==> src/rtl/gpb_consts.vh <==
`ifndef GPB_CONSTS_VH
`define GPB_CONSTS_VH
// ----------------------------------------
// Register select codes
// ----------------------------------------
`define GPB_R_DATA 3'h0
`define GPB_R_ISR1 3'h1
`define GPB_R_ISR2 3'h2
`define GPB_R_SPOLL 3'h3
`define GPB_R_ADDR 3'h4
`define GPB_R_CPASS 3'h5
// ----------------------------------------
// First status byte bit positions
// ----------------------------------------
`define GPB_B_CPT 7
`define GPB_B_APT 6
`define GPB_B_DET 5
`define GPB_B_END 4
`define GPB_B_DEC 3
`define GPB_B_ERR 2
`define GPB_B_DO 1
`define GPB_B_DI 0
// ----------------------------------------
// Second status byte and second mask byte bit positions
// ----------------------------------------
`define GPB_B_INT 7
`define GPB_B_SRQI 6
`define GPB_B_LOK 5
`define GPB_B_REM 4
`define GPB_B_DMAO 5
`define GPB_B_DMAI 4
`define GPB_B_CO 3
`define GPB_B_LOCKOUT_CHANGE 2
`define GPB_B_REMOTE_CHANGE 1
`define GPB_B_ADDR_STATE_CHANGE 0
`define GPB_ISR2_EV 8'h4F
// ----------------------------------------
// Mode, poll, auxiliary and command register fields
// ----------------------------------------
`define GPB_B_TON 7
`define GPB_B_LON 6
`define GPB_B_XCVR_MODE_HI 5
`define GPB_B_XCVR_MODE_LO 4
`define GPB_B_RSV 6
`define GPB_B_CPTEN 0
`define GPB_B_INTLOW 3
`define GPB_CNT_CMD 3'h0
`define GPB_CNT_FREQ 3'h1
`define GPB_CNT_AUXB 3'h5
`define GPB_CMD_CRST 5'h02
`define GPB_CMD_SEOI 5'h06
// ----------------------------------------
// Bus commands received under attention
// ----------------------------------------
`define GPB_MSG_GET 7'h08
`define GPB_MSG_SDC 7'h04
`define GPB_MSG_DCL 7'h14
`define GPB_MSG_LLO 7'h11
// ----------------------------------------
// Reset values and timing
// ----------------------------------------
`define GPB_RST_BYTE 8'h00
`define GPB_RST_FREQ 4'h8
`define GPB_RST_AUXB 5'h00
`define GPB_T1_US 5'h02
`endif

==> src/rtl/gpb_host_port.v <==
`timescale 1ns/1ps
`include "gpb_consts.vh"

// ----------------------------------------
// Transmit FIFO
// ----------------------------------------
module gpb_fifo #(
  parameter W = 9,
  parameter D = 8,
  parameter AW = 3
) (
  // Clock, reset, enable, clear
  input wire clock_in,
  input wire reset_n_in,
  input wire ce_in,
  input wire clear_in,
  // Fill side
  input wire in_valid_in,
  input wire [W-1:0] in_data_in,
  output wire in_ready_out,
  // Drain side
  output wire out_valid_out,
  output wire [W-1:0] out_data_out,
  input wire out_ready_in
);
  reg [W-1:0] mem [0:D-1];
  reg [AW-1:0] wr_ptr_reg;
  reg [AW-1:0] rd_ptr_reg;
  reg [AW:0] count_reg;
  wire push;
  wire pop;

  assign in_ready_out = (count_reg != D[AW:0]);
  assign out_valid_out = (count_reg != {(AW+1){1'b0}});
  assign out_data_out = mem[rd_ptr_reg];
  assign push = in_valid_in & in_ready_out;
  assign pop = out_ready_in & out_valid_out;

  always @(posedge clock_in) begin
    if (ce_in && push) begin
      mem[wr_ptr_reg] <= in_data_in;
    end
  end

  always @(posedge clock_in or negedge reset_n_in) begin
    if (!reset_n_in) begin
      wr_ptr_reg <= {AW{1'b0}};
      rd_ptr_reg <= {AW{1'b0}};
      count_reg <= {(AW+1){1'b0}};
    end else if (ce_in) begin
      if (clear_in) begin
        wr_ptr_reg <= {AW{1'b0}};
        rd_ptr_reg <= {AW{1'b0}};
        count_reg <= {(AW+1){1'b0}};
      end else begin
        if (push) begin
          wr_ptr_reg <= (wr_ptr_reg == D[AW-1:0] - 1'b1) ? {AW{1'b0}} : wr_ptr_reg + 1'b1;
        end
        if (pop) begin
          rd_ptr_reg <= (rd_ptr_reg == D[AW-1:0] - 1'b1) ? {AW{1'b0}} : rd_ptr_reg + 1'b1;
        end
        if (push && !pop) begin
          count_reg <= count_reg + 1'b1;
        end else if (pop && !push) begin
          count_reg <= count_reg - 1'b1;
        end
      end
    end
  end
endmodule // gpb_fifo

module gpb_host_port #(
  parameter FIFO_DEPTH = 8,
  parameter FIFO_AW = 3
) (
  // Clock, reset, enable
  input wire clock_in,
  input wire reset_n_in,
  input wire ce_in,
  input wire ref_clk_in,
  // Host port
  input wire cs_n_in,
  input wire rd_n_in,
  input wire wr_n_in,
  input wire [2:0] reg_select_in,
  input wire [7:0] host_data_in,
  output wire [7:0] host_data_out,
  output wire host_data_oe_out,
  output wire dma_req_out,
  input wire dma_ack_n_in,
  output wire irq_out,
  // Transceiver controls
  output wire xcvr_dir_ctl_a_out,
  output reg xcvr_dir_ctl_b_out,
  output reg xcvr_dir_ctl_c_out,
  // Instrument bus
  input wire [7:0] dio_in,
  output wire [7:0] dio_out,
  output wire dio_oe_out,
  input wire dav_in,
  output wire dav_out,
  output wire dav_oe_out,
  input wire nrfd_in,
  output wire nrfd_out,
  output wire nrfd_oe_out,
  input wire ndac_in,
  output wire ndac_out,
  output wire ndac_oe_out,
  input wire eoi_in,
  output wire eoi_out,
  output wire eoi_oe_out,
  input wire srq_in,
  output wire srq_out,
  output wire srq_oe_out,
  input wire atn_in,
  input wire ifc_in,
  input wire ren_in
);
  localparam S_IDLE = 3'b001;
  localparam S_SET = 3'b010;
  localparam S_DAV = 3'b100;
  localparam A_WAIT = 2'b01;
  localparam A_ACC = 2'b10;

  // ----------------------------------------
  // Host strobes
  // ----------------------------------------
  reg rd_prev_reg;
  reg wr_prev_reg;
  reg [7:0] rdata_reg;
  wire dma_sel = ~dma_ack_n_in;
  wire rd_act = ~rd_n_in & (~cs_n_in | dma_sel);
  wire wr_act = ~wr_n_in & (~cs_n_in | dma_sel);
  wire rd_start = rd_act & ~rd_prev_reg;
  wire wr_start = wr_act & ~wr_prev_reg;
  wire [2:0] sel = dma_sel ? `GPB_R_DATA : reg_select_in;
  wire rd_data = rd_start & (sel == `GPB_R_DATA);
  wire wr_data = wr_start & (sel == `GPB_R_DATA);

  // ----------------------------------------
  // Registers
  // ----------------------------------------
  reg [7:0] din_reg;
  reg [7:0] isr1_reg;
  reg [7:0] isr2_reg;
  reg [7:0] imr1_reg;
  reg [7:0] imr2_reg;
  reg [7:0] spm_reg;
  reg [7:0] amode_reg;
  reg [7:0] cpt_reg;
  reg [3:0] freq_reg;
  reg [4:0] auxb_reg;
  reg seoi_reg;
  reg soft_rst_reg;
  reg irq_reg;
  reg lok_reg;
  reg rem_reg;
  reg srq_prev_reg;
  reg [7:0] set1;
  reg [7:0] set2;
  reg [7:0] clr1;
  reg [7:0] clr2;

  wire talk = amode_reg[`GPB_B_TON];
  wire listen = amode_reg[`GPB_B_LON];
  wire atn_act = ~atn_in;
  wire if_clr = soft_rst_reg | ~ifc_in;
  wire poll = atn_act & ~eoi_in;

  // ----------------------------------------
  // Reference clock edges
  // ----------------------------------------
  reg ref_s1_reg;
  reg ref_s2_reg;
  reg ref_s3_reg;
  wire ref_edge = ref_s2_reg & ~ref_s3_reg;
  wire [3:0] freq_eff = (freq_reg == 4'h0) ? 4'h1 : freq_reg;
  wire [4:0] t1_edges = {1'b0, freq_eff} * `GPB_T1_US;

  // ----------------------------------------
  // Transmit path
  // ----------------------------------------
  reg [2:0] src_st_reg;
  reg [4:0] src_cnt_reg;
  wire fifo_in_ready;
  wire fifo_out_valid;
  wire [8:0] fifo_head;
  wire push_req = wr_data;
  wire src_pop = src_st_reg[2] & ndac_in & ~atn_act & ~if_clr;

  gpb_fifo #(
    .W(9),
    .D(FIFO_DEPTH),
    .AW(FIFO_AW)
  ) u_fifo (
    .clock_in(clock_in),
    .reset_n_in(reset_n_in),
    .ce_in(ce_in),
    .clear_in(soft_rst_reg),
    .in_valid_in(push_req),
    .in_data_in({seoi_reg, host_data_in}),
    .in_ready_out(fifo_in_ready),
    .out_valid_out(fifo_out_valid),
    .out_data_out(fifo_head),
    .out_ready_in(src_pop)
  );

  always @(posedge clock_in or negedge reset_n_in) begin
    if (!reset_n_in) begin
      src_st_reg <= S_IDLE;
      src_cnt_reg <= 5'h00;
    end else if (ce_in) begin
      if (if_clr || atn_act) begin
        src_st_reg <= S_IDLE;
      end else begin
        case (src_st_reg)
          S_IDLE: begin
            src_cnt_reg <= 5'h00;
            if (talk && fifo_out_valid) begin
              src_st_reg <= S_SET;
            end
          end
          S_SET: begin
            if (ref_edge && src_cnt_reg < t1_edges) begin
              src_cnt_reg <= src_cnt_reg + 5'h01;
            end
            if (src_cnt_reg >= t1_edges && nrfd_in) begin
              src_st_reg <= S_DAV;
            end
          end
          S_DAV: begin
            if (ndac_in) begin
              src_st_reg <= S_IDLE;
            end
          end
          default: src_st_reg <= S_IDLE;
        endcase
      end
    end
  end

  wire src_busy = ~src_st_reg[0];
  assign dio_out = ~fifo_head[7:0];
  assign dio_oe_out = src_busy;
  assign dav_out = 1'b0;
  assign dav_oe_out = src_st_reg[2];
  assign eoi_out = 1'b0;
  assign eoi_oe_out = src_busy & fifo_head[8];

  // ----------------------------------------
  // Receive path
  // ----------------------------------------
  reg [1:0] acc_st_reg;
  reg [7:0] rx_byte_reg;
  reg rx_eoi_reg;
  reg rx_atn_reg;
  reg rx_pulse_reg;
  wire part = (listen | atn_act) & ~poll;
  wire acc_rdy = atn_act | ~isr1_reg[`GPB_B_DI];

  always @(posedge clock_in or negedge reset_n_in) begin
    if (!reset_n_in) begin
      acc_st_reg <= A_WAIT;
      rx_byte_reg <= `GPB_RST_BYTE;
      rx_eoi_reg <= 1'b0;
      rx_atn_reg <= 1'b0;
      rx_pulse_reg <= 1'b0;
    end else if (ce_in) begin
      rx_pulse_reg <= 1'b0;
      if (if_clr) begin
        acc_st_reg <= A_WAIT;
      end else begin
        case (acc_st_reg)
          A_WAIT: begin
            if (part && acc_rdy && !dav_in) begin
              acc_st_reg <= A_ACC;
              rx_byte_reg <= ~dio_in;
              rx_eoi_reg <= ~eoi_in;
              rx_atn_reg <= atn_act;
              rx_pulse_reg <= 1'b1;
            end
          end
          A_ACC: begin
            if (dav_in || !part) begin
              acc_st_reg <= A_WAIT;
            end
          end
          default: acc_st_reg <= A_WAIT;
        endcase
      end
    end
  end

  assign nrfd_out = 1'b0;
  assign nrfd_oe_out = part & (acc_st_reg[1] | ~acc_rdy);
  assign ndac_out = 1'b0;
  assign ndac_oe_out = part & acc_st_reg[0];

  // ----------------------------------------
  // Event decode
  // ----------------------------------------
  wire rx_data = rx_pulse_reg & ~rx_atn_reg;
  wire rx_cmd = rx_pulse_reg & rx_atn_reg;
  wire [6:0] msg = rx_byte_reg[6:0];
  wire is_get = rx_cmd & listen & (msg == `GPB_MSG_GET);
  wire is_dcl = rx_cmd & ((msg == `GPB_MSG_DCL) | (listen & (msg == `GPB_MSG_SDC)));
  wire is_llo = rx_cmd & (msg == `GPB_MSG_LLO);
  wire is_cpt = rx_cmd & ~is_get & ~is_dcl & ~is_llo;
  wire rem_now = ~ren_in;
  wire lok_next = is_llo ? 1'b1 : (rem_now & lok_reg);
  wire srq_fall = srq_prev_reg & ~srq_in;
  wire [7:0] aw_mode = host_data_in;
  wire amode_chg = wr_start & (sel == `GPB_R_ADDR) & (aw_mode[7:6] != amode_reg[7:6]);
  wire talk_rise = wr_start & (sel == `GPB_R_ADDR) & aw_mode[`GPB_B_TON] & ~talk;

  always @* begin
    set1 = 8'h00;
    set1[`GPB_B_CPT] = is_cpt & auxb_reg[`GPB_B_CPTEN];
    set1[`GPB_B_DET] = is_get;
    set1[`GPB_B_END] = rx_data & rx_eoi_reg;
    set1[`GPB_B_DEC] = is_dcl;
    set1[`GPB_B_ERR] = push_req & ~fifo_in_ready;
    set1[`GPB_B_DO] = src_pop | talk_rise;
    set1[`GPB_B_DI] = rx_data;
    set2 = 8'h00;
    set2[`GPB_B_SRQI] = srq_fall;
    set2[`GPB_B_LOCKOUT_CHANGE] = lok_next ^ lok_reg;
    set2[`GPB_B_REMOTE_CHANGE] = rem_now ^ rem_reg;
    set2[`GPB_B_ADDR_STATE_CHANGE] = amode_chg;
    clr1 = (rd_start && sel == `GPB_R_ISR1) ? 8'hFF : 8'h00;
    clr1[`GPB_B_DI] = clr1[`GPB_B_DI] | rd_data;
    clr1[`GPB_B_DO] = clr1[`GPB_B_DO] | wr_data;
    clr2 = (rd_start && sel == `GPB_R_ISR2) ? 8'hFF : 8'h00;
  end

  // ----------------------------------------
  // Register file
  // ----------------------------------------
  always @(posedge clock_in or negedge reset_n_in) begin
    if (!reset_n_in) begin
      din_reg <= `GPB_RST_BYTE;
      isr1_reg <= `GPB_RST_BYTE;
      isr2_reg <= `GPB_RST_BYTE;
      imr1_reg <= `GPB_RST_BYTE;
      imr2_reg <= `GPB_RST_BYTE;
      spm_reg <= `GPB_RST_BYTE;
      amode_reg <= `GPB_RST_BYTE;
      cpt_reg <= `GPB_RST_BYTE;
      freq_reg <= `GPB_RST_FREQ;
      auxb_reg <= `GPB_RST_AUXB;
      seoi_reg <= 1'b0;
      soft_rst_reg <= 1'b0;
      lok_reg <= 1'b0;
      rem_reg <= 1'b0;
      srq_prev_reg <= 1'b1;
    end else if (ce_in) begin
      soft_rst_reg <= 1'b0;
      srq_prev_reg <= srq_in;
      rem_reg <= rem_now;
      if (soft_rst_reg) begin
        din_reg <= `GPB_RST_BYTE;
        isr1_reg <= `GPB_RST_BYTE;
        isr2_reg <= `GPB_RST_BYTE;
        imr1_reg <= `GPB_RST_BYTE;
        imr2_reg <= `GPB_RST_BYTE;
        spm_reg <= `GPB_RST_BYTE;
        amode_reg <= `GPB_RST_BYTE;
        cpt_reg <= `GPB_RST_BYTE;
        freq_reg <= `GPB_RST_FREQ;
        auxb_reg <= `GPB_RST_AUXB;
        seoi_reg <= 1'b0;
        lok_reg <= 1'b0;
      end else begin
        // Set wins over clear
        isr1_reg <= (isr1_reg & ~clr1) | set1;
        isr2_reg <= ((isr2_reg & ~clr2) | set2) & `GPB_ISR2_EV;
        lok_reg <= lok_next;
        if (rx_data) begin
          din_reg <= rx_byte_reg;
        end
        if (is_cpt) begin
          cpt_reg <= rx_byte_reg;
        end
        if (push_req && fifo_in_ready) begin
          seoi_reg <= 1'b0;
        end
        if (wr_start) begin
          case (sel)
            3'h1: imr1_reg <= host_data_in;
            3'h2: imr2_reg <= host_data_in;
            3'h3: spm_reg <= host_data_in;
            3'h4: amode_reg <= host_data_in;
            3'h5: begin
              if (host_data_in[7:5] == `GPB_CNT_FREQ) begin
                freq_reg <= host_data_in[3:0];
              end
              if (host_data_in[7:5] == `GPB_CNT_AUXB) begin
                auxb_reg <= host_data_in[4:0];
              end
              if (host_data_in[7:5] == `GPB_CNT_CMD) begin
                if (host_data_in[4:0] == `GPB_CMD_CRST) begin
                  soft_rst_reg <= 1'b1;
                end
                if (host_data_in[4:0] == `GPB_CMD_SEOI) begin
                  seoi_reg <= 1'b1;
                end
              end
            end
            default: ;
          endcase
        end
      end
    end
  end

  // ----------------------------------------
  // Interrupt and readback
  // ----------------------------------------
  wire int_any = |(isr1_reg & imr1_reg) | |(isr2_reg & imr2_reg & `GPB_ISR2_EV);
  wire [7:0] isr2_view = {int_any, isr2_reg[`GPB_B_SRQI], lok_reg, rem_reg,
                          isr2_reg[3:0]};
  reg [7:0] rmux;

  always @* begin
    case (sel)
      `GPB_R_DATA: rmux = din_reg;
      `GPB_R_ISR1: rmux = isr1_reg;
      `GPB_R_ISR2: rmux = isr2_view;
      `GPB_R_SPOLL: rmux = spm_reg;
      `GPB_R_ADDR: rmux = {1'b0, atn_act, 3'h0, listen, talk, 1'b0};
      `GPB_R_CPASS: rmux = cpt_reg;
      default: rmux = 8'h00;
    endcase
  end

  always @(posedge clock_in or negedge reset_n_in) begin
    if (!reset_n_in) begin
      rd_prev_reg <= 1'b0;
      wr_prev_reg <= 1'b0;
      rdata_reg <= `GPB_RST_BYTE;
      irq_reg <= 1'b0;
      ref_s1_reg <= 1'b0;
      ref_s2_reg <= 1'b0;
      ref_s3_reg <= 1'b0;
    end else if (ce_in) begin
      rd_prev_reg <= rd_act;
      wr_prev_reg <= wr_act;
      if (rd_start) begin
        rdata_reg <= rmux;
      end
      irq_reg <= int_any ^ auxb_reg[`GPB_B_INTLOW];
      ref_s1_reg <= ref_clk_in;
      ref_s2_reg <= ref_s1_reg;
      ref_s3_reg <= ref_s2_reg;
    end
  end

  assign host_data_out = rdata_reg;
  assign host_data_oe_out = rd_act & rd_prev_reg;
  assign irq_out = irq_reg;
  // Request falls as soon as the acknowledge is seen
  assign dma_req_out = dma_ack_n_in & ((imr2_reg[`GPB_B_DMAI] & isr1_reg[`GPB_B_DI]) |
                       (imr2_reg[`GPB_B_DMAO] & isr1_reg[`GPB_B_DO] & fifo_in_ready));
  assign srq_out = 1'b0;
  assign srq_oe_out = spm_reg[`GPB_B_RSV];

  // ----------------------------------------
  // Transceiver controls
  // ----------------------------------------
  assign xcvr_dir_ctl_a_out = src_busy;

  always @* begin
    case ({amode_reg[`GPB_B_XCVR_MODE_HI], amode_reg[`GPB_B_XCVR_MODE_LO]})
      2'b00: begin
        xcvr_dir_ctl_b_out = src_busy;
        xcvr_dir_ctl_c_out = eoi_oe_out;
      end
      2'b01: begin
        xcvr_dir_ctl_b_out = src_busy;
        xcvr_dir_ctl_c_out = 1'b0;
      end
      2'b10: begin
        xcvr_dir_ctl_b_out = ~src_busy;
        xcvr_dir_ctl_c_out = srq_oe_out;
      end
      default: begin
        xcvr_dir_ctl_b_out = 1'b0;
        xcvr_dir_ctl_c_out = 1'b0;
      end
    endcase
  end
endmodule // gpb_host_port

==> config.mk <==
export PLATFORM = sky130hd
export DESIGN_NAME = gpb_host_port
export DESIGN_NICKNAME = d
export VERILOG_FILES = /design/src/rtl/gpb_host_port.v
export VERILOG_INCLUDE_DIRS = /design/src /design/src/rtl
export SDC_FILE = /design/constraint.sdc
export NUM_CORES = 1
export LEC_CHECK = 0
export BUFFER_PORTS_ARGS = -buffer_cell sky130_fd_sc_hd__buf_2
export CORE_MARGIN = 1.5
export CORE_UTILIZATION = 40
export CTS_CLUSTER_SIZE = 28
export DETAILED_ROUTE_END_ITERATION = 10
export SLEW_MARGIN = 15
export SYNTH_ARGS = -nofsm -noshare
export SYNTH_HDL_FRONTEND = slang
export SYNTH_SLANG_ARGS = --single-unit
==> constraint.sdc <==
create_clock -name clock_in -period 8.4 [get_ports clock_in]
set_input_delay 0.42 -clock clock_in [delete_from_list [all_inputs] [get_ports clock_in]]
set_output_delay 0.42 -clock clock_in [all_outputs]
set_load 0.03 [all_outputs]
==> flow_summary.toml, run 1 <==
[clocking]
cts_buffers = 17
insertion_delay_ns = 0.43
hold_buffers = 1
cts_tree = "yes"
clock_sinks = 184
cts-resized-gates = 0
root_buffer = "clkbuf_16"
h-tree-depth = 4
clk_path_buf_depth = 2
cts.clk_slew.worst_paths_ns = 0.07
postCtsSetupBuffers = 0

[worst_setup_path]
cp.required_ns = 7.98
cp-start-kind = "flop"
cp-end-kind = "primary output"
crit_path_start = "u_fifo.rd_ptr_reg[0]$_DFFE_PN0P_"
r2r_cells = 9
critPathKind = "flop to primary output"
reg2reg_from = "u_fifo.count_reg[1]$_DFFE_PN0P_"
crit_arrival_ns = 2.72
worstPathMaxFanout = 12

[worst_hold_path]
holdPathStages = 2
hold_path_class = "primary input to flop"
hold_start = "dio_in[2]"

[synthesis]
ys_seq_area_share_pct = 57.5
yosysTopAreaCell = "dfrtp_1"
synthArstFlopShare_pct = 60.9
synth_seq_cells = 184
syn_inst = 702
synth-edff-count = 72
syn_area_per_cell_um2 = 12.3
yosysMostFrequentCell = "dfrtp_1"
synth_flop_cell = "dfrtp_1"
yosys-top-cells-count = "108 x dfrtp_1, 72 x edfxtp_1, 65 x nand2_1"
synthTopCellsByArea = "dfrtp_1 31%, edfxtp_1 25%, mux4_2 4.7%, mux2_2 4.6%, mux2i_1 3.0%"
synth_top_cell_area_share_pct = 31.3
yosys_warnings = 0
ys_types = 67
synth_area_um2 = 8650

[sta]
rsz0062_at_grt = "false"
fin_crit_sh_pct = 37.4
skew_ns = 0.0109
timing.fmax_mhz = 318
period_minus_slack_ns = 3.14
drv_slew = 0
hold_viol_final = 0
fin_tns_setup_ns = 0
slew_headroom_pct = 26.4
finalSetupViolCount = 0
tightest_slew_ns = 1.10

[grt]
gr-usage-all-layers_pct = 19.2
grt_pass1_vias = 5761
antenna_found_initial = 0
grt_overflow_total = 0
grt_pass1_wl_um = 32500
grt_max_degree = 73

[final_layout]
antennaDiodeCount = 0
max_flop_register = "u_fifo.mem"
final_area_um2 = 9770
fin_nets = 794
largest_reg_flops = 72
areaGrowthSynthToFinish_pct = 13.0
fillCellCount = 1918
drive_above_1_share_pct = 22.9

[flow_run]
max_cap_viol_count = 0

[routing]
route.vias.total = 5871
drt-initial-drc-count = 426
dr.pass1.iters = 7
vias_per_cell = 5.67
drc_errors = 0
wire_per_inst_um = 19.7
routed_wl_um = 20400
ant_nets = 0

[power]
peakVddDrop_uv = 152
switching_share_pct = 30.8
p_per_area_nw_per_um2 = 234
pwr-share-seq_pct = 50.6
p_leak_nw = 3.90
p_switching_w = 0.000706
p_int_w = 0.00158
comb_power_share_pct = 15.8
power.share.clock_pct = 33.6

[die]
ios = 68
die_w_um = 150
rows = 53
fp.dieH_um = 150
die-area_um2 = 22500
start_util_pct = 41.0
core_um2 = 21100

[placement]
numPortBuffers = 62
postPlaceCellArea_um2 = 9190
dpl.hpwl_um = 14200
place.gp.congestion = 0.881

[run_status]
status = "completed"
## layer usage
layer  part of all wire [%]  vias to the layer above  wire length, um  track usage [%]
li1                       -                     2719                -                -
met1                     48                     2960             9700             27.9
met2                     47                      180             9520             29.4
met3                    4.8                       12              978             3.54
met4                   0.95                        0              193             5.10
met5                      0                        -                0                0
## worst max-delay path, stage by stage (launching register included)
cell and delay (ns):
dfrtp_1 0.70, buf_4 0.37, mux4_2 0.54, mux2i_1 0.26, nor3_1 0.08, a21oi_1 0.12
nor2_1 0.06, buf_2 0.17
## placed cells by master (no fill, tap or decap), drive strengths merged, types with 18 or more instances in the layout
master | Yosys | routed
dfrtp | 108 | 108
edfxtp | 72 | 72
buf | 21 | 69
nand2 | 65 | 65
o21ai | 48 | 48
inv | 28 | 38
mux2 | 35 | 35
mux2i | 26 | 26
nor2 | 20 | 20
mux4 | 18 | 18
clkbuf | 27 | 18
## logic make-up after synthesis
family | count (synthesis) | synth area share (%)
xor+xnor | 7 | 0.709
mux | 79 | 12.3
compound gates | 157 | 12.4
buf+inv | 77 | 3.82
fa+ha+maj | 12 | 1.82
simple gates | 185 | 11.5
other cells | 1 | 0.0434
flops | 184 | 57.5
## worst paths after layout
check | endpoint | slack [ns]
min in group asynchronous | rx_byte_reg[2]$_DFFE_PN0P_ | 0.51
setup reg to reg | u_fifo.count_reg[3]$_DFFE_PN0P_ | 5.54
hold / removal | rx_byte_reg[2]$_DFFE_PN0P_ | 0.17
max in group asynchronous | isr2_reg[0]$_DFFE_PN0P_ | 6.54
setup / recovery | xcvr_dir_ctl_c_out | 5.26
hold reg to reg | host_data_out[2]$_DFFE_PN0P_ | 0.48
## power by group through the flow
stage | Sequential, W | Clock, W | Combinational (W)
4_1_cts | 0.00116 | 0.000787 | 0.000365
5_1_grt | 0.00117 | 0.000824 | 0.000402
3_5_place_dp | 0.00117 | 0 | 0.000363
3_3_place_gp | 0.00117 | 0 | 0.000351
2_1_floorplan | 0.00114 | 0 | 0.000250
6_report | 0.00116 | 0.000769 | 0.000362
## metrics by stage
| stage | hold slack (ns) | total power (W) | std cells | worst slack [ns] | util, % |
|---|---|---|---|---|---|
| 2_1_floorplan | 0.124 | 0.00139 | 706 | 5.66 | - |
| 3_3_place_gp | 0.435 | 0.00152 | 1002 | 5.33 | 43.6 |
| 3_5_place_dp | 0.445 | 0.00153 | 1002 | 5.26 | 43.6 |
| 4_1_cts | 0.154 | 0.00231 | 1035 | 5.18 | 46.3 |
| 5_1_grt | 0.147 | 0.00240 | 1035 | 5.02 | 46.3 |
| 6_report | 0.169 | 0.00229 | 1035 | 5.26 | 46.3 |
## area by class of cell
class	count	area (um2)	share of cell area, %
Clock inverter	14	144	1.47
Tap cell	275	344	3.52
Multi-Input combinational cell	445	3400	34.8
Clock buffer	18	429	4.39
Sequential cell	184	4970	50.9
Timing Repair Buffer	70	375	3.84
Inverter	29	109	1.11
Note: power is estimated with default switching activity, not from simulation.
==> inputs of run 2 (changes only) <==
Clock period 8.4 ns to 2.8 ns, I/O delays scaled along.
==> flow_summary.toml, run 2 (synthesis results as in run 1) <==
[run_status]
status = "completed"

[final_layout]
fillCellCount = 1916
largest_reg_flops = 72
fin_nets = 829
final_common_cell = "dfrtp_1"
finish.utilization_pct = 48.0
most-common-layout-cells = "108 x dfrtp_1, 72 x edfxtp_1, 65 x nand2_1, 61 x buf_2, 45 x o21ai_0"
areaGrowthSynthToFinish_pct = 17.0
drive_above_1_share_pct = 24.7
max_flop_register = "u_fifo.mem"
antennaDiodeCount = 0

[placement]
numPortBuffers = 62
place.gp.congestion = 0.907
dpl.hpwl_um = 14800

[die]
die_w_um = 150
ios = 68
die-area_um2 = 22500
core_um2 = 21100
rows = 53
start_util_pct = 41.0
fp.dieH_um = 150

[sta]
tightest_slew_ns = 0.932
period_minus_slack_ns = 2.70
rsz0062_at_grt = "false"
skew_ns = 0.0112
finalSetupViolCount = 0
fin_crit_sh_pct = 96.3
slew_headroom_pct = 37.5
drv_slew = 0
timing.fmax_mhz = 371
hold_viol_final = 0
fin_tns_setup_ns = 0

[worst_hold_path]
hold_start = "atn_in"
hold-path-endpoint = "rx_atn_reg$_DFFE_PN0P_"
hold_path_class = "primary input to flop"
holdPathStages = 2

[power]
p_leak_nw = 4.09
peakVddDrop_uv = 462
p_per_area_nw_per_um2 = 709

[worst_setup_path]
cp.required_ns = 3.12
slowest_delay_ns = 0.55
r2r_cells = 9
r2r_end = "u_fifo.count_reg[3]$_DFFE_PN0P_"
worstPathMaxFanout = 3
path_depth = 9
critPathKind = "flop to flop"
cp_slowest_cell = "or4_4"
cp_top_family = "simple AND/OR/NAND/NOR gates"
cp_cell_sequence = "or4_4, and4_4, nand2b_4, ha_1, a21o_1, a21oi_2, and3_4, nor4_1, or3b_1"
reg2reg_from = "u_fifo.count_reg[1]$_DFFE_PN0P_"
cp-start-kind = "flop"
rrSetupSlack_ns = 0.10
crit_arrival_ns = 3.01
cp-end-kind = "flop"
path_buf_inv = 0

[routing]
drc_errors = 0
drt-initial-drc-count = 501
routed_wl_um = 21100
route.vias.total = 6062
vias_per_cell = 5.67
dr.pass1.iters = 5
wire_per_inst_um = 19.8
ant_nets = 0

[clocking]
insertion_delay_ns = 0.44
clock_sinks = 184
h-tree-depth = 4
cts.clk_slew.worst_paths_ns = 0.07
clk_path_buf_depth = 2
cts_tree = "yes"
root_buffer = "clkbuf_16"
cts_buffers = 17

[flow_run]
max_cap_viol_count = 0

[grt]
gr-usage-all-layers_pct = 20.0
grt_pass1_vias = 5927
grt_pass1_wl_um = 33700
grt_max_degree = 62
grt_overflow_total = 0
antenna_found_initial = 0
==> run 2: power breakdown <==
part,switching [W],internal [W]
Clock,0.00115,0.00137
Sequential,0.000336,0.00310
Combinational,0.000693,0.000525
==> run 2: layout make-up <==
type	instances	area, um2	area share (%)
flip-flops and latches	184	4970	49.1
well taps	275	344	3.40
multi-input cells	445	3390	33.5
clock buffers	17	425	4.21
repair buffers	105	681	6.73
clock inverters	15	194	1.92
inverters	29	109	1.08
==> run 2: worst max-delay path by stage <==
stage,endpoint,slack (ns),from
after CTS,u_fifo.count_reg[3]$_DFFE_PN0P_,0.01,u_fifo.count_reg[2]$_DFFE_PN0P_
after global placement,u_fifo.count_reg[3]$_DFFE_PN0P_,0.15,u_fifo.count_reg[1]$_DFFE_PN0P_
final,u_fifo.count_reg[3]$_DFFE_PN0P_,0.10,u_fifo.count_reg[1]$_DFFE_PN0P_
after global routing,u_fifo.count_reg[3]$_DFFE_PN0P_,0.01,wr_prev_reg$_DFFE_PN0P_
after floorplan,u_fifo.count_reg[3]$_DFFE_PN0P_,0.06,u_fifo.count_reg[1]$_DFFE_PN0P_
after detailed placement,u_fifo.count_reg[3]$_DFFE_PN0P_,0.03,u_fifo.count_reg[2]$_DFFE_PN0P_
==> run 2: timing repair <==
item / 4_1_cts / 5_1_grt
hold endpoints to repair: 70 / 0
endpoints found under the setup margin: 0 / 1
gates resized for setup: 0 / 2
hold buffers: 13 / 0
buffers inserted: 0 / 2
==> run 2: routing by layer <==
layer | global-route usage [%] | wire [um] | part of all wire [%] | vias up
li1 | - | - | - | 2796
met1 | 28.3 | 9780 | 46 | 3051
met2 | 30.5 | 9660 | 46 | 187
met3 | 4.63 | 1360 | 6.4 | 28
met4 | 6.03 | 340 | 1.6 | 0
met5 | 0 | 0 | 0 | -
==> run 2: through the flow <==
step	std cells	total power [W]	area [um2]	hold WS [ns]	setup slack (ns)
floorplan	706	0.00417	8660	-0.156	0.0634
global placement	1023	0.00458	9340	0.270	0.151
detailed placement	1023	0.00465	9340	0.277	0.0258
CTS	1068	0.00718	10100	0.00442	0.0130
global route	1070	0.00749	10100	0.0233	0.0116
finish	1070	0.00717	10100	0.0105	0.105
==> run 2: worst register-to-register path: cells and delay by family, from the launching register on <==
| kind | cells | cell delay, ns |
|---|---|---|
| adders and majority gates | 1 | 0.29 |
| and+or+nand+nor | 6 | 1.53 |
| AOI/OAI and AO/OA | 2 | 0.37 |
| DFF | 1 | 0.38 |
==> inputs of run 3 (changes only) <==
Settings changed: CORE_ASPECT_RATIO from default to 0.9.
==> flow_summary.toml, run 3 (synthesis results as in run 1) <==
[run_status]
status = "completed"

[power]
p_int_w = 0.00485
p_switching_w = 0.00226
power.share.clock_pct = 34.6
p_per_area_nw_per_um2 = 702
switching_share_pct = 31.8
pwr-share-seq_pct = 48.3
comb_power_share_pct = 17.2
p_leak_nw = 4.09
peakVddDrop_uv = 412

[worst_setup_path]
cp-end-kind = "flop"
crit_arrival_ns = 3.00
r2r_cells = 9
path_buf_inv = 0
worstPathMaxFanout = 4
cp.required_ns = 3.11
r2r_end = "u_fifo.count_reg[3]$_DFFE_PN0P_"
slowest_delay_ns = 0.50
reg2reg_from = "wr_prev_reg$_DFFE_PN0P_"
path_depth = 9
rrSetupSlack_ns = 0.11
cp_cell_sequence = "a211o_1, nor3_1, nand2b_4, ha_1, a21o_1, a21oi_2, and3_4, nor4_1, or3b_1"
critPathKind = "flop to flop"
cp-start-kind = "flop"
cp_top_family = "simple AND/OR/NAND/NOR gates"
cp_slowest_cell = "nor3_1"

[final_layout]
antennaDiodeCount = 0
max_flop_register = "u_fifo.mem"
stdcell_count = 1082
areaGrowthSynthToFinish_pct = 17.2
final_common_cell = "dfrtp_1"
fin_nets = 830
largest_reg_flops = 72
most-common-layout-cells = "107 x dfrtp_1, 72 x edfxtp_1, 65 x nand2_1, 61 x buf_2, 45 x o21ai_0"
final_area_um2 = 10100
finish.utilization_pct = 48.2
drive_above_1_share_pct = 25.0

[sta]
hold_viol_final = 0
skew_ns = 0.00938
tightest_slew_ns = 0.904
finalSetupViolCount = 0
rsz0062_at_grt = "false"
slew_headroom_pct = 39.3
timing.final.ws_setup_ns = 0.112
fin_tns_setup_ns = 0
period_minus_slack_ns = 2.69
fin_crit_sh_pct = 96.0
timing.fmax_mhz = 372
drv_slew = 0

[die]
ios = 68
rows = 50
die-area_um2 = 22500
fp.dieH_um = 142
die_w_um = 158
start_util_pct = 41.1
core_um2 = 21000

[grt]
gr-usage-all-layers_pct = 20.7
grt_pass1_vias = 6052
grt_pass1_wl_um = 34800
antenna_found_initial = 0
top_usage_layer = "met1"
grt_use_met3_pct = 2.98
grt_overflow_total = 0
use_met1_pct = 30.9
grt_max_degree = 62
grt_util_met2_pct = 30.8

[routing]
ant_nets = 0
dr.pass1.iters = 7
route.vias.total = 6080
drc_errors = 0
drt-initial-drc-count = 544
routed_wl_um = 21900
wire_per_inst_um = 20.2
vias_per_cell = 5.62

[worst_hold_path]
holdPathStages = 2
hold-path-endpoint = "rx_atn_reg$_DFFE_PN0P_"
hold_path_class = "primary input to flop"
hold_start = "atn_in"

[clocking]
cts_tree = "yes"
clk_path_buf_depth = 2
clock_sinks = 184
cts.clk_slew.worst_paths_ns = 0.08
insertion_delay_ns = 0.44
h-tree-depth = 4
root_buffer = "clkbuf_16"
cts_buffers = 17

[placement]
place.gp.congestion = 0.889
pre_cts_ws_ns = 0.0368
dpl.hpwl_um = 15200
numPortBuffers = 62
placed_cells = 1036
postPlaceCellArea_um2 = 9370

[flow_run]
max_cap_viol_count = 0
==> run 3: cell count changes in the layout (fill, tap and decap cells not counted) <==
| cell | delta |
|---|---|
| nor4b_1 | -1 |
| bufinv_16 | -2 |
| clkinv_8 | +2 |
| dfrtp_2 | +1 |
| inv_12 | +2 |
| inv_6 | -3 |
| inv_8 | +1 |
| nor4b_2 | +1 |
| buf_4 | +1 |
| dfrtp_1 | -1 |
==> run 3: cell type report <==
type | count | area [um2]
clock inverter | 15 | 184
multi-input combinational | 445 | 3400
timing repair buffer | 106 | 688
fill | 1902 | 10900
inverter | 29 | 109
sequential | 184 | 4970
tap | 286 | 358
clock buffer | 17 | 425
==> run 3: metrics by stage <==
| stage | power (W) | hold slack, ns |
|---|---|---|
| after floorplan | 0.00417 | -0.156 |
| after global placement | 0.00458 | 0.281 |
| after detailed placement | 0.00465 | 0.298 |
| after CTS | 0.00712 | 0.0331 |
| after global routing | 0.00745 | 0.0490 |
| final | 0.00711 | 0.0360 |
==> run 3: layer usage <==
layer	vias up	wire [um]
li1	2800	-
met3	28	1240
met5	-	0
met1	3044	10500
met2	208	9740
met4	0	352
==> run 3: worst max path at each step <==
| stage | startpoint | end | slack, ns |
|---|---|---|---|
| 6_report | wr_prev_reg$_DFFE_PN0P_ | u_fifo.count_reg[3]$_DFFE_PN0P_ | 0.11 |
| 3_5_place_dp | u_fifo.count_reg[2]$_DFFE_PN0P_ | u_fifo.count_reg[3]$_DFFE_PN0P_ | 0.04 |
| 4_1_cts | u_fifo.count_reg[2]$_DFFE_PN0P_ | u_fifo.count_reg[3]$_DFFE_PN0P_ | 0.02 |
| 2_1_floorplan | u_fifo.count_reg[1]$_DFFE_PN0P_ | u_fifo.count_reg[3]$_DFFE_PN0P_ | 0.06 |
| 5_1_grt | wr_prev_reg$_DFFE_PN0P_ | u_fifo.count_reg[3]$_DFFE_PN0P_ | 0.04 |
| 3_3_place_gp | u_fifo.count_reg[1]$_DFFE_PN0P_ | u_fifo.count_reg[3]$_DFFE_PN0P_ | 0.15 |
==> run 3: power by group through the flow <==
stage | Combinational (W) | Sequential (W) | Clock, W
after global routing | 0.00135 | 0.00347 | 0.00262
after global placement | 0.00112 | 0.00346 | 0
after CTS | 0.00119 | 0.00343 | 0.00249
after detailed placement | 0.00117 | 0.00348 | 0
final | 0.00122 | 0.00343 | 0.00246
after floorplan | 0.000749 | 0.00342 | 0
==> run 3: timing repair <==
item	in CTS	in global routing
setup buffers	0	1
resized for setup	0	4
endpoints found under the hold margin	68	0
hold buffers	13	0
setup endpoints to repair	0	1
